### config.mk
export PLATFORM = sky130hd
export DESIGN_NAME = enc_step_filter
export DESIGN_NICKNAME = d
export VERILOG_FILES = /design/src/design/enc_step_pkg.sv /design/src/design/enc_step_filter.sv
export SDC_FILE = /design/constraint.sdc
export NUM_CORES = 1
export LEC_CHECK = 0
export ABC_AREA = 1
export BUFFER_PORTS_ARGS = -buffer_cell sky130_fd_sc_hd__buf_2
export CORE_ASPECT_RATIO = 1.2
export CORE_MARGIN = 2
export CORE_UTILIZATION = 62
export CTS_BUF_LIST = sky130_fd_sc_hd__clkbuf_8
export DETAILED_ROUTE_END_ITERATION = 6
export GPL_ROUTABILITY_DRIVEN = 0
export PLACE_DENSITY_LB_ADDON = 0.05
export SLEW_MARGIN = 25
export SYNTH_ARGS = -nofsm -noshare
export SYNTH_HDL_FRONTEND = slang
export SYNTH_SLANG_ARGS = --single-unit
### constraint.sdc
create_clock -name CORE_CLK -period 4.1 [get_ports CORE_CLK]
set_input_delay 0.82 -clock CORE_CLK [delete_from_list [all_inputs] [get_ports CORE_CLK]]
set_output_delay 0.82 -clock CORE_CLK [all_outputs]
set_load 0.03 [all_outputs]
### src/design/enc_step_pkg.sv
// Constants for the trigger filter and encoder trigger block
package enc_step_pkg;
  localparam int CLK_HZ       = 20_000_000;
  localparam int HZ_PER_MHZ   = 1_000_000;
  localparam int TICK_CYC     = (CLK_HZ + HZ_PER_MHZ - 1) / HZ_PER_MHZ;
  localparam int FILT_UNIT_US = 100;
  localparam logic [2:0] FILT_SEL_MAX = 3'h4;

  localparam int ADDR_W = 8;
  localparam logic [ADDR_W-1:0] ADDR_CTRL = 8'h00;
  localparam logic [ADDR_W-1:0] ADDR_RES  = 8'h04;
  localparam logic [ADDR_W-1:0] ADDR_PHA  = 8'h08;
  localparam logic [ADDR_W-1:0] ADDR_PHZ  = 8'h0C;
  localparam logic [ADDR_W-1:0] ADDR_STAT = 8'h10;
  localparam logic [ADDR_W-1:0] ADDR_CNT  = 8'h14;

  localparam int CTRL_EN       = 0;
  localparam int CTRL_ROT_Z    = 1;
  localparam int CTRL_SRC_Z    = 2;
  localparam int CTRL_A_STEP   = 3;
  localparam int CTRL_A_RST_LO = 4;
  localparam int CTRL_DIR_EN   = 6;
  localparam int CTRL_REV_EN   = 7;
  localparam int CTRL_Z_STEP   = 8;
  localparam int CTRL_FILT_LO  = 16;
  localparam logic [31:0] CTRL_MASK = 32'h0007_01FF;
  localparam logic [31:0] CTRL_RST  = 32'h0000_0000;

  localparam logic [15:0] RES_RST = 16'h0001;
  localparam logic [15:0] PHA_RST = 16'h0000;
  localparam logic [9:0]  PHZ_RST = 10'h001;

  localparam int STAT_SEEN = 8;
  localparam int STAT_REV  = 9;
  localparam int CNT_HI    = 16;

  typedef enum logic [1:0] {
    RST_PER_TRIG = 2'b00,
    RST_PER_ROT  = 2'b01,
    RST_PER_STEP = 2'b10
  } areset_type;

  localparam logic [1:0] RESP_OKAY   = 2'h0;
  localparam logic [1:0] RESP_SLVERR = 2'h2;
endpackage : enc_step_pkg

### src/design/enc_step_filter.sv
// Trigger input filter and encoder trigger generator with AXI4-Lite registers
//
// Notes on behaviour
// - Filtered trigger rises only after raw input high for full filter time.
// - Filtered trigger falls only after raw input low for full filter time.
// - Filter time selectable 100 to 500 us in 100 us steps, reset 100.
// - Filtered edge lags the raw edge by the selected filter time.
// - Every trigger line uses the filter time of line 0.
// - Encoder triggers only while the enable bit is set; reset clear.
// - Resolution register 1 to 65535 pulses per rotation, reset 1.
// - With index option set, a rotation is the phase Z pulse.
// - Otherwise a rotation is phase A count reaching the resolution.
// - Trigger source selects phase A counting (default) or phase Z.
// - Window start mode counts pulses any time the window is open.
// - Trigger start mode counts only after filtered trigger in window.
// - Phase A reset point legal set depends on start mode; default trigger.
// - Per-rotation reset allows several phase A trigger points per turn.
// - Trigger each time phase A count reaches interval 1..65535; interval 0 never fires, reset 0.
// - Direction option uses phase B with phase A; reset cleared.
// - Reverse phase A triggers suppressed unless reverse option is set; phase Z triggers are not.
// - In phase Z mode the Z count clears on each encoder trigger.
// - Phase Z trigger at count equal to interval 1..1023, reset 1.
//
// Register access over AXI4-Lite and the address map were chosen for this implementation.
`timescale 1ns/1ns
module enc_step_filter #(
  parameter int NLINES = 1
) (
  input  wire logic                   CORE_CLK,      // System clock
  input  wire logic                   RST,           // Sync reset, high
  input  wire logic [7:0]             S_AXI_AWADDR,  // Write address
  input  wire logic                   S_AXI_AWVALID, // Write address valid
  output logic                        S_AXI_AWREADY, // Write address ready
  input  wire logic [31:0]            S_AXI_WDATA,   // Write data
  input  wire logic [3:0]             S_AXI_WSTRB,   // Byte strobes
  input  wire logic                   S_AXI_WVALID,  // Write data valid
  output logic                        S_AXI_WREADY,  // Write data ready
  output logic [1:0]                  S_AXI_BRESP,   // Write response
  output logic                        S_AXI_BVALID,  // Write response valid
  input  wire logic                   S_AXI_BREADY,  // Write response ready
  input  wire logic [7:0]             S_AXI_ARADDR,  // Read address
  input  wire logic                   S_AXI_ARVALID, // Read address valid
  output logic                        S_AXI_ARREADY, // Read address ready
  output logic [31:0]                 S_AXI_RDATA,   // Read data
  output logic [1:0]                  S_AXI_RRESP,   // Read response
  output logic                        S_AXI_RVALID,  // Read data valid
  input  wire logic                   S_AXI_RREADY,  // Read data ready
  input  wire logic [NLINES-1:0]      STEP_IN,       // Raw trigger lines
  input  wire logic                   ENC_A,         // Encoder phase A
  input  wire logic                   ENC_B,         // Encoder phase B
  input  wire logic                   ENC_Z,         // Encoder index
  input  wire logic                   ACCEPT_WIN,    // Trigger accept window
  output logic [NLINES-1:0]           STEP_FILT,     // Filtered lines
  output logic                        MEAS_START,    // Line 0 rise pulse
  output logic                        ENC_TRIG       // Encoder trigger pulse
);

  function automatic logic [31:0] merge(input logic [31:0] old,
                                        input logic [31:0] nw,
                                        input logic [3:0]  strb);
    logic [31:0] r;
    r = old;
    for (int b = 0; b < 4; b++) begin
      if (strb[b]) r[b*8 +: 8] = nw[b*8 +: 8];
    end
    return r;
  endfunction : merge

  function automatic logic [8:0] lim_of(input logic [2:0] sel);
    return 9'((int'(sel) + 1) * enc_step_pkg::FILT_UNIT_US);
  endfunction : lim_of

  // Register state
  logic [31:0] ctrl_ff;
  logic [15:0] res_ff;
  logic [15:0] pha_ff;
  logic [9:0]  phz_ff;

  logic       enc_en, rot_z, src_z, a_step, dir_en, rev_en, z_step;
  logic [1:0] a_rst_sel;
  logic [2:0] filt_sel;
  assign enc_en    = ctrl_ff[enc_step_pkg::CTRL_EN];
  assign rot_z     = ctrl_ff[enc_step_pkg::CTRL_ROT_Z];
  assign src_z     = ctrl_ff[enc_step_pkg::CTRL_SRC_Z];
  assign a_step    = ctrl_ff[enc_step_pkg::CTRL_A_STEP];
  assign a_rst_sel = ctrl_ff[enc_step_pkg::CTRL_A_RST_LO +: 2];
  assign dir_en    = ctrl_ff[enc_step_pkg::CTRL_DIR_EN];
  assign rev_en    = ctrl_ff[enc_step_pkg::CTRL_REV_EN];
  assign z_step    = ctrl_ff[enc_step_pkg::CTRL_Z_STEP];
  assign filt_sel  = ctrl_ff[enc_step_pkg::CTRL_FILT_LO +: 3];

  // Pin synchronisers
  logic [NLINES-1:0] st_s1_ff, st_s2_ff;
  logic [2:0]        enc_s1_ff, enc_s2_ff, enc_s3_ff;
  logic              win_s1_ff, win_s2_ff;
  always_ff @(posedge CORE_CLK) begin
    if (RST) begin
      st_s1_ff  <= '0;
      st_s2_ff  <= '0;
      enc_s1_ff <= 3'h0;
      enc_s2_ff <= 3'h0;
      enc_s3_ff <= 3'h0;
      win_s1_ff <= 1'b0;
      win_s2_ff <= 1'b0;
    end else begin
      st_s1_ff  <= STEP_IN;
      st_s2_ff  <= st_s1_ff;
      enc_s1_ff <= {ENC_Z, ENC_B, ENC_A};
      enc_s2_ff <= enc_s1_ff;
      enc_s3_ff <= enc_s2_ff;
      win_s1_ff <= ACCEPT_WIN;
      win_s2_ff <= win_s1_ff;
    end
  end

  // 1 us tick
  logic [4:0] div_ff;
  logic       tick;
  assign tick = (div_ff == 5'(enc_step_pkg::TICK_CYC - 1));
  always_ff @(posedge CORE_CLK) begin
    if (RST || tick) div_ff <= 5'h00;
    else div_ff <= div_ff + 5'h01;
  end

  // Shared limit, so all lines follow the line 0 setting
  logic [8:0] lim_us;
  assign lim_us = lim_of(filt_sel);

  logic [NLINES-1:0] filt_ff;
  logic [8:0]        fcnt_ff [NLINES];
  always_ff @(posedge CORE_CLK) begin
    if (RST) begin
      filt_ff <= '0;
      for (int i = 0; i < NLINES; i++) fcnt_ff[i] <= 9'h000;
    end else begin
      for (int i = 0; i < NLINES; i++) begin
        if (st_s2_ff[i] == filt_ff[i]) begin
          fcnt_ff[i] <= 9'h000;
        end else if (tick) begin
          // Whole ticks only, so a level never passes early
          if (fcnt_ff[i] >= lim_us) begin
            filt_ff[i] <= st_s2_ff[i];
            fcnt_ff[i] <= 9'h000;
          end else begin
            fcnt_ff[i] <= fcnt_ff[i] + 9'h001;
          end
        end
      end
    end
  end
  assign STEP_FILT = filt_ff;

  logic filt0_d_ff, meas_ff, step_seen_ff;
  logic step_rise;
  assign step_rise = filt_ff[0] & ~filt0_d_ff;
  always_ff @(posedge CORE_CLK) begin
    if (RST) begin
      filt0_d_ff   <= 1'b0;
      meas_ff      <= 1'b0;
      step_seen_ff <= 1'b0;
    end else begin
      filt0_d_ff <= filt_ff[0];
      meas_ff    <= step_rise;
      // Trigger seen inside the window arms trigger-start counting
      if (!win_s2_ff) step_seen_ff <= 1'b0;
      else if (step_rise) step_seen_ff <= 1'b1;
    end
  end
  assign MEAS_START = meas_ff;

  // Encoder edges; B high at A rise means reverse turning
  logic a_rise, z_rise, reverse, a_ok, a_gate, z_gate;
  assign a_rise  = enc_s2_ff[0] & ~enc_s3_ff[0];
  assign z_rise  = enc_s2_ff[2] & ~enc_s3_ff[2];
  assign reverse = dir_en & enc_s2_ff[1];
  assign a_ok    = a_rise & (~reverse | rev_en);
  assign a_gate  = enc_en & win_s2_ff & (~a_step | step_seen_ff);
  assign z_gate  = enc_en & win_s2_ff & (~z_step | step_seen_ff);

  // Illegal reset point for the start mode falls back to per trigger
  enc_step_pkg::areset_type a_mode;
  always_comb begin
    a_mode = enc_step_pkg::RST_PER_TRIG;
    if (a_rst_sel == enc_step_pkg::RST_PER_ROT && !a_step)
      a_mode = enc_step_pkg::RST_PER_ROT;
    if (a_rst_sel == enc_step_pkg::RST_PER_STEP && a_step)
      a_mode = enc_step_pkg::RST_PER_STEP;
  end

  logic [15:0] rot_cnt_ff;
  logic        rot_ev, rev_ff;
  assign rot_ev = rot_z ? z_rise
                        : (a_ok && rot_cnt_ff + 16'h0001 >= res_ff);
  always_ff @(posedge CORE_CLK) begin
    if (RST) begin
      rot_cnt_ff <= 16'h0000;
      rev_ff     <= 1'b0;
    end else begin
      if (a_rise) rev_ff <= reverse;
      if (rot_ev) rot_cnt_ff <= 16'h0000;
      else if (a_ok) rot_cnt_ff <= rot_cnt_ff + 16'h0001;
    end
  end

  logic [15:0] a_cnt_ff, a_next_ff, a_tgt;
  logic        a_hit;
  assign a_tgt = (a_mode == enc_step_pkg::RST_PER_ROT) ? a_next_ff : pha_ff;
  // Interval 0 never fires
  assign a_hit = a_gate & a_ok & (pha_ff != 16'h0000)
                 & (a_cnt_ff + 16'h0001 == a_tgt);
  always_ff @(posedge CORE_CLK) begin
    if (RST || !enc_en) begin
      a_cnt_ff  <= 16'h0000;
      a_next_ff <= pha_ff;
    end else if ((a_mode == enc_step_pkg::RST_PER_ROT && rot_ev) ||
                 (a_mode == enc_step_pkg::RST_PER_STEP && step_rise)) begin
      a_cnt_ff  <= 16'h0000;
      a_next_ff <= pha_ff;
    end else begin
      if (a_mode != enc_step_pkg::RST_PER_ROT) a_next_ff <= pha_ff;
      if (a_hit && a_mode == enc_step_pkg::RST_PER_ROT) begin
        a_cnt_ff  <= a_cnt_ff + 16'h0001;
        a_next_ff <= a_next_ff + pha_ff;
      end else if (a_hit && a_mode == enc_step_pkg::RST_PER_TRIG) begin
        a_cnt_ff  <= 16'h0000;
      end else if (a_gate && a_ok) begin
        a_cnt_ff  <= a_cnt_ff + 16'h0001;
      end
    end
  end

  logic [9:0] z_cnt_ff;
  logic       z_hit;
  assign z_hit = z_gate & z_rise & (z_cnt_ff + 10'h001 == phz_ff);
  always_ff @(posedge CORE_CLK) begin
    if (RST || !enc_en) z_cnt_ff <= 10'h000;
    else if (z_hit) z_cnt_ff <= 10'h000;
    else if (z_gate && z_rise) z_cnt_ff <= z_cnt_ff + 10'h001;
  end

  logic trig_ff;
  always_ff @(posedge CORE_CLK) begin
    if (RST) trig_ff <= 1'b0;
    else trig_ff <= enc_en & (src_z ? z_hit : a_hit);
  end
  assign ENC_TRIG = trig_ff;

  // AXI4-Lite slave; address and data taken in either order
  logic        aw_ok_ff, w_ok_ff, bvalid_ff, rvalid_ff;
  logic [7:0]  awaddr_ff;
  logic [31:0] wdata_ff, rdata_ff;
  logic [3:0]  wstrb_ff;
  logic [1:0]  bresp_ff, rresp_ff;
  logic        do_wr;
  assign S_AXI_AWREADY = ~aw_ok_ff & ~bvalid_ff;
  assign S_AXI_WREADY  = ~w_ok_ff & ~bvalid_ff;
  assign S_AXI_ARREADY = ~rvalid_ff;
  assign do_wr = aw_ok_ff & w_ok_ff & ~bvalid_ff;
  always_ff @(posedge CORE_CLK) begin
    if (RST) begin
      aw_ok_ff  <= 1'b0;
      w_ok_ff   <= 1'b0;
      bvalid_ff <= 1'b0;
      bresp_ff  <= enc_step_pkg::RESP_OKAY;
      awaddr_ff <= 8'h00;
      wdata_ff  <= 32'h0000_0000;
      wstrb_ff  <= 4'h0;
    end else begin
      if (S_AXI_AWVALID && S_AXI_AWREADY) begin
        aw_ok_ff  <= 1'b1;
        awaddr_ff <= S_AXI_AWADDR;
      end
      if (S_AXI_WVALID && S_AXI_WREADY) begin
        w_ok_ff  <= 1'b1;
        wdata_ff <= S_AXI_WDATA;
        wstrb_ff <= S_AXI_WSTRB;
      end
      if (do_wr) begin
        aw_ok_ff  <= 1'b0;
        w_ok_ff   <= 1'b0;
        bvalid_ff <= 1'b1;
        bresp_ff  <= (awaddr_ff <= enc_step_pkg::ADDR_PHZ &&
                      awaddr_ff[1:0] == 2'h0) ? enc_step_pkg::RESP_OKAY
                                              : enc_step_pkg::RESP_SLVERR;
      end else if (bvalid_ff && S_AXI_BREADY) begin
        bvalid_ff <= 1'b0;
      end
    end
  end
  assign S_AXI_BVALID = bvalid_ff;
  assign S_AXI_BRESP  = bresp_ff;

  logic [31:0] wr_ctrl;
  logic [15:0] wr_res;
  logic [9:0]  wr_phz;
  always_comb begin
    wr_ctrl = merge(ctrl_ff, wdata_ff, wstrb_ff) & enc_step_pkg::CTRL_MASK;
    // Out-of-range filter codes keep the old setting
    if (wr_ctrl[enc_step_pkg::CTRL_FILT_LO +: 3] > enc_step_pkg::FILT_SEL_MAX)
      wr_ctrl[enc_step_pkg::CTRL_FILT_LO +: 3] = filt_sel;
    wr_res = 16'(merge({16'h0000, res_ff}, wdata_ff, wstrb_ff));
    if (wr_res == 16'h0000) wr_res = res_ff;
    wr_phz = 10'(merge({22'h000000, phz_ff}, wdata_ff, wstrb_ff));
    if (wr_phz == 10'h000) wr_phz = phz_ff;
  end

  always_ff @(posedge CORE_CLK) begin
    if (RST) begin
      ctrl_ff <= enc_step_pkg::CTRL_RST;
      res_ff  <= enc_step_pkg::RES_RST;
      pha_ff  <= enc_step_pkg::PHA_RST;
      phz_ff  <= enc_step_pkg::PHZ_RST;
    end else if (do_wr) begin
      unique case (awaddr_ff)
        enc_step_pkg::ADDR_CTRL: ctrl_ff <= wr_ctrl;
        enc_step_pkg::ADDR_RES:  res_ff  <= wr_res;
        enc_step_pkg::ADDR_PHA:
          pha_ff <= 16'(merge({16'h0000, pha_ff}, wdata_ff, wstrb_ff));
        enc_step_pkg::ADDR_PHZ:  phz_ff  <= wr_phz;
        default: ;
      endcase
    end
  end

  logic [31:0] rd_val;
  logic        rd_err;
  always_comb begin
    rd_val = 32'h0000_0000;
    rd_err = 1'b0;
    unique case (S_AXI_ARADDR)
      enc_step_pkg::ADDR_CTRL: rd_val = ctrl_ff;
      enc_step_pkg::ADDR_RES:  rd_val[15:0] = res_ff;
      enc_step_pkg::ADDR_PHA:  rd_val[15:0] = pha_ff;
      enc_step_pkg::ADDR_PHZ:  rd_val[9:0]  = phz_ff;
      enc_step_pkg::ADDR_STAT: begin
        rd_val[NLINES-1:0] = filt_ff;
        rd_val[enc_step_pkg::STAT_SEEN] = step_seen_ff;
        rd_val[enc_step_pkg::STAT_REV]  = rev_ff;
        rd_val[enc_step_pkg::CNT_HI +: 16] = a_cnt_ff;
      end
      enc_step_pkg::ADDR_CNT: begin
        rd_val[9:0] = z_cnt_ff;
        rd_val[enc_step_pkg::CNT_HI +: 16] = rot_cnt_ff;
      end
      default: rd_err = 1'b1;
    endcase
  end

  always_ff @(posedge CORE_CLK) begin
    if (RST) begin
      rvalid_ff <= 1'b0;
      rdata_ff  <= 32'h0000_0000;
      rresp_ff  <= enc_step_pkg::RESP_OKAY;
    end else if (S_AXI_ARVALID && S_AXI_ARREADY) begin
      rvalid_ff <= 1'b1;
      rdata_ff  <= rd_val;
      rresp_ff  <= rd_err ? enc_step_pkg::RESP_SLVERR
                          : enc_step_pkg::RESP_OKAY;
    end else if (rvalid_ff && S_AXI_RREADY) begin
      rvalid_ff <= 1'b0;
    end
  end
  assign S_AXI_RVALID = rvalid_ff;
  assign S_AXI_RDATA  = rdata_ff;
  assign S_AXI_RRESP  = rresp_ff;
endmodule : enc_step_filter

==> results_dict.tcl, run 1 <==
set metrics [dict create \
    internal_power_mw 3.47 \
    fmax_mhz 260 \
    clkPwrFrac_pct 43.9 \
    die-area_um2 20300 \
    ctsResizeCount 0 \
    pwr-share-seq_pct 47.8 \
    crit_family "simple AND/OR/NAND/NOR gates" \
    maxSlewHeadroom_pct 37.8 \
    area_growth_syn_to_layout_pct 12.1 \
    viasPerCell 5.69 \
    power_frac_comb_pct 8.3 \
    post-synth-top-area-fraction_pct 31.5 \
    ios 108 \
    antenna_found_initial 0 \
    clk_latency_ps 530 \
    worstSetupStartpointType "register" \
    cap_violations 0 \
    hold-worst-slack_ps 399 \
    hpwl_um 25500 \
    ctsHoldBuffers 0 \
    drc 0 \
    path_common_cell "nand2_1" \
    ys_seq_elements 212 \
    synth_edf_count 25 \
    worstPathCellList "ha_1, nand3_1, nor2_1, nand2_1, nor2_1, nand2_1, nor3_2, nand3_1, xor2_1, ha_1, nand2_1, nor3_1, nand3_1, nand3_1, nand2_1, nand2_1, nand2_1, nand2_1, clkinv_1, buf_4, nand4_1, nand2_1" \
    clockBufferDepth 3 \
    final.min_clock_period_ps 3850 \
    first_pass_iters 5 \
    rows 55 \
    grt_max_degree 41 \
    cts_htree_levels 2 \
    finalSetupViolCount 0 \
    synth_area_leader_cell "dfxtp_1" \
    gr-total-overflow 0 \
    cts_root_buf "clkbuf_8" \
    final_common_cell "nand2_1" \
    power_switching_mw 1.17 \
    fin_crit_sh_pct 93.8 \
    peakVddDrop_mv 0.316 \
    outcome "complete, no violations" \
    io_buffers 91 \
    track_usage_pct 33.7 \
    crit_fanout 17 \
    antennaDiodeCount 0 \
    synth.distinct_cells 50 \
    fill_cells 1634 \
    grt_pass1_wl_um 53700 \
    post_cts_buffers 0 \
    synthArstFlopShare_pct 0 \
    regArea_um2 4490 \
    crit_slowest_cell "dfxtp_1" \
    yosysSeqAreaShare_pct 37.8 \
    cts_tree "yes" \
    netlist_instances 1697 \
    fin_worst_skew_ps 21.6 \
    slew_viol_final 0 \
    cp.depth 22 \
    wl_per_cell_um 16.4 \
    die_x_um 130 \
    die_h_um 156 \
    path_clk_slew_ps 60 \
    utilization_pct 70.7 \
    syn_area_per_cell_um2 7.01 \
    finalHoldViolCount 0 \
    ys.flop_type "dfxtp_1" \
    path_buf_inv 2 \
    multi_input_area_um2 6280 \
    switching_share_pct 25.2 \
    drt_iter0_drc 1059 \
    rsz0062_at_grt "no" \
    nets 1898 \
    numCtsBuffers 36 \
    ant_nets 0 \
    vias 11700 \
    reg2reg_depth 22 \
    cp-end-kind "register" \
    drive_gt1_share_pct 10.4 \
    start_util_pct 63.1 \
    worstMarginPinSlew_ps 932 \
    ys_top_cells_by_area "dfxtp_1, nand2_1, inv_1, o21ai_0, edfxtp_1" \
    leakagePower_nw 6.06 \
    hp-class "register to register" \
    whs_path_depth 2 \
    critPathRequiredTime_ps 4370 \
    grt_pass1_vias 10600 \
    crit_type "register to register" \
    routed_wl_um 33900 \
    fin_tns_setup_ps 0 \
    cp.arrival_ps 4110 \
    synth_area_um2 11900 \
    powerDensity_nw_per_um2 348 \
    cts_sinks 212 \
    final_cell_mix "nand2_1, inv_1, dfxtp_1" \
    cpPeakStageDelay_ps 430 \
    yosysWarningCount 0 \
    core_area_um2 18900 \
]
metal layers:
metal	track usage (%)	share of wire, %	vias up
met2	55.6	47	537
met1	43.3	40	5281
met5	0	0	-
met3	4.63	7.3	117
met4	16.3	5.2	0
li1	-	-	5813
power groups by stage:
stage	Combinational, mW	Sequential, mW	Clock [mW]
2_1_floorplan	0.261	2.26	0
3_3_place_gp	0.369	2.26	0
3_5_place_dp	0.379	2.26	0
4_1_cts	0.382	2.21	2.06
5_1_grt	0.434	2.22	2.16
6_report	0.384	2.22	2.04
synthesized netlist by cell type, drive strengths merged (5+ instances only):
| cell type | count |
|---|---|
| o21ai | 166 |
| nor3 | 26 |
| buf | 17 |
| a211oi | 22 |
| nand3 | 74 |
| a31oi | 5 |
| a21oi | 142 |
| o211ai | 8 |
| ha | 48 |
| o21a | 5 |
| nand2 | 352 |
| o22ai | 25 |
| xnor2 | 12 |
| clkbuf | 45 |
| nand4 | 36 |
| edfxtp | 25 |
| nor2 | 191 |
| dfxtp | 187 |
| xor2 | 40 |
| inv | 229 |
| o221ai | 10 |
flip-flops by register name (all words and copies together) (netlist names), 5 cells and up:
| signal | flops |
|---|---|
| z_cnt_ff | 10 |
| rot_cnt_ff | 16 |
| fcnt_ff | 9 |
| S_AXI_RDATA | 32 |
| a_next_ff | 16 |
| ctrl_ff | 12 |
| awaddr_ff | 8 |
| a_cnt_ff | 16 |
| res_ff | 16 |
| phz_ff | 10 |
| pha_ff | 16 |
| div_ff | 5 |
| wdata_ff | 19 |
final cells by class:
type / count / share of cell area [%]
inverters: 231 / 6.50
clock inverters: 16 / 0.947
repair buffers: 109 / 4.43
flip-flops and latches: 212 / 33.7
multi-input cells: 1194 / 47.1
clock buffers: 48 / 4.95
well taps: 256 / 2.40
worst paths after layout:
| path | from | to | slack [ps] |
|---|---|---|---|
| setup / recovery | rot_cnt_ff[0] | a_next_ff[13] | 250 |
| hold / removal | enc_s1_ff[2] | enc_s2_ff[2] | 400 |
| setup reg to reg | rot_cnt_ff[0] | a_next_ff[13] | 250 |
| hold reg to reg | enc_s1_ff[2] | enc_s2_ff[2] | 400 |
tightest hold or removal path, delay by kind of cell, from the launching register on:
kind          cells  cell delay (ps)
flops             1              290
simple gates      1               30
buf+inv           1               40
through the flow:
step	cells	total power, mW	setup slack [ps]	cell area (µm²)
finish	2066	4.64	255	13300
global route	2066	4.82	3.87	13300
CTS	2066	4.66	231	13300
detailed placement	2002	2.64	296	12500
global placement	2002	2.63	417	12500
floorplan	1699	2.52	344	11900
logic make-up after synthesis:
family	count (synthesis)	share of synthesized area, %
other cells	1	0.0315
simple gates	688	24.7
buf+inv	293	9.60
compound gates	401	18.7
xor+xnor	52	3.83
fa+ha+maj	50	5.38
flops	212	37.8
(Power assumes the default switching activity.)
==> run 2, diff against run 1 <==
--- a/config.mk
+++ b/config.mk
@@ -13,6 +13,7 @@
 export CTS_BUF_LIST = sky130_fd_sc_hd__clkbuf_8
 export DETAILED_ROUTE_END_ITERATION = 6
 export GPL_ROUTABILITY_DRIVEN = 0
+export MAX_ROUTING_LAYER = met4
 export PLACE_DENSITY_LB_ADDON = 0.05
 export SLEW_MARGIN = 25
 export SYNTH_ARGS = -nofsm -noshare
==> results_dict.tcl, run 2 (synthesis results as in run 1) <==
set metrics [dict create \
    gr-total-overflow 0 \
    hpwl_um 25500 \
    grt_max_degree 41 \
    outcome "complete, no violations" \
    fin_crit_sh_pct 93.7 \
    powerDensity_nw_per_um2 348 \
    final.min_clock_period_ps 3840 \
    grt_use_met2_pct 55.7 \
    antennaDiodeCount 0 \
    grt_pass1_vias 10600 \
    use_met1_pct 43.4 \
    fin_tns_setup_ps 0 \
    drt_iter0_drc 993 \
    core_area_um2 18900 \
    final_common_cell "nand2_1" \
    vias 11800 \
    clk_latency_ps 530 \
    cts_tree "yes" \
    slew_viol_final 0 \
    stdcell_count 2066 \
    crit_type "register to register" \
    crit_fanout 17 \
    start_util_pct 63.1 \
    dp.cells 2002 \
    maxSlewHeadroom_pct 38.3 \
    worstMarginPinSlew_ps 924 \
    ant_nets 0 \
    peakVddDrop_mv 0.316 \
    numCtsBuffers 36 \
    busiest_layer "met2" \
    finalHoldViolCount 0 \
    viasPerCell 5.70 \
    track_usage_pct 34.7 \
    largest_reg_flops 32 \
    critPathRequiredTime_ps 4370 \
    drive_gt1_share_pct 10.4 \
    ctsHoldBuffers 0 \
    die-area_um2 20300 \
    hp-class "register to register" \
    ctsResizeCount 0 \
    die_x_um 130 \
    hold-worst-slack_ps 401 \
    cp-end-kind "register" \
    routed_wl_um 34100 \
    grt_pass1_wl_um 53800 \
    final_cell_mix "nand2_1, inv_1, dfxtp_1" \
    io_buffers 91 \
    worstSetupStartpointType "register" \
    nets 1898 \
    rows 55 \
    power_mw 4.64 \
    fill_cells 1634 \
    drc 0 \
    antenna_found_initial 0 \
    clockBufferDepth 3 \
    finalSetupViolCount 0 \
    fin_worst_skew_ps 16.1 \
    path_clk_slew_ps 60 \
    cts_htree_levels 2 \
    area_growth_syn_to_layout_pct 12.1 \
    post_cts_buffers 0 \
    fmax_mhz 260 \
    cp.arrival_ps 4110 \
    ios 108 \
    grt_use_met3_pct 4.63 \
    first_pass_iters 6 \
    cts_root_buf "clkbuf_8" \
    die_h_um 156 \
    cts_sinks 212 \
    cap_violations 0 \
    leakagePower_nw 6.06 \
    wl_per_cell_um 16.5 \
    rsz0062_at_grt "no" \
]
==> run 2: cell counts in the layout (fill, tap and decap cells not counted) <==
No cell type changed its count.
==> run 2: final cells by class <==
type | instances | area, µm² | share of cell area (%)
clock inverters | 16 | 126 | 0.947
clock buffers | 48 | 661 | 4.95
inverters | 231 | 867 | 6.50
flip-flops and latches | 212 | 4490 | 33.7
multi-input cells | 1194 | 6280 | 47.1
repair buffers | 109 | 591 | 4.43
well taps | 256 | 320 | 2.40
==> run 2: where the power goes <==
part	switching (mW)	internal (mW)
Sequential	0.0579	2.16
Combinational	0.253	0.131
Clock	0.865	1.18
==> run 2: critical path, cell delays in order (launching register included) <==
cell and delay [ps]:
dfxtp_1 430, ha_1 220, nand3_1 130, nor2_1 220, nand2_1 80, nor2_1 150
nand2_1 110, nor3_2 200, xor2_1 250, inv_1 80, ha_1 280, nand2_1 70
nor3_1 290, nand3_1 130, nand3_1 100, nand2_1 70, nand2_1 90, nand2_1 80
nand2_1 120, clkinv_1 100, buf_4 220, nand4_1 110, nand2_1 60
==> run 2: final timing paths <==
path	startpoint	to	slack [ps]	cells after the start
min reg2reg	enc_s1_ff[2]	enc_s2_ff[2]	400	2
min	enc_s1_ff[2]	enc_s2_ff[2]	400	2
max	rot_cnt_ff[0]	a_next_ff[13]	260	22
max reg2reg	rot_cnt_ff[0]	a_next_ff[13]	260	22
==> run 2: metal layers <==
metal  wire (µm)  up-vias
li1            -     5809
met1       13800     5331
met2       16100      525
met3        2480      116
met4        1710        0
met5           0        -
==> run 2: per-stage QoR <==
stage	cell area, µm²	setup slack, ps	utilization, %
3_3_place_gp	12500	417	66.5
6_report	13300	260	70.7
2_1_floorplan	11900	344	-
5_1_grt	13300	4.70	70.7
3_5_place_dp	12500	296	66.5
4_1_cts	13300	231	70.7
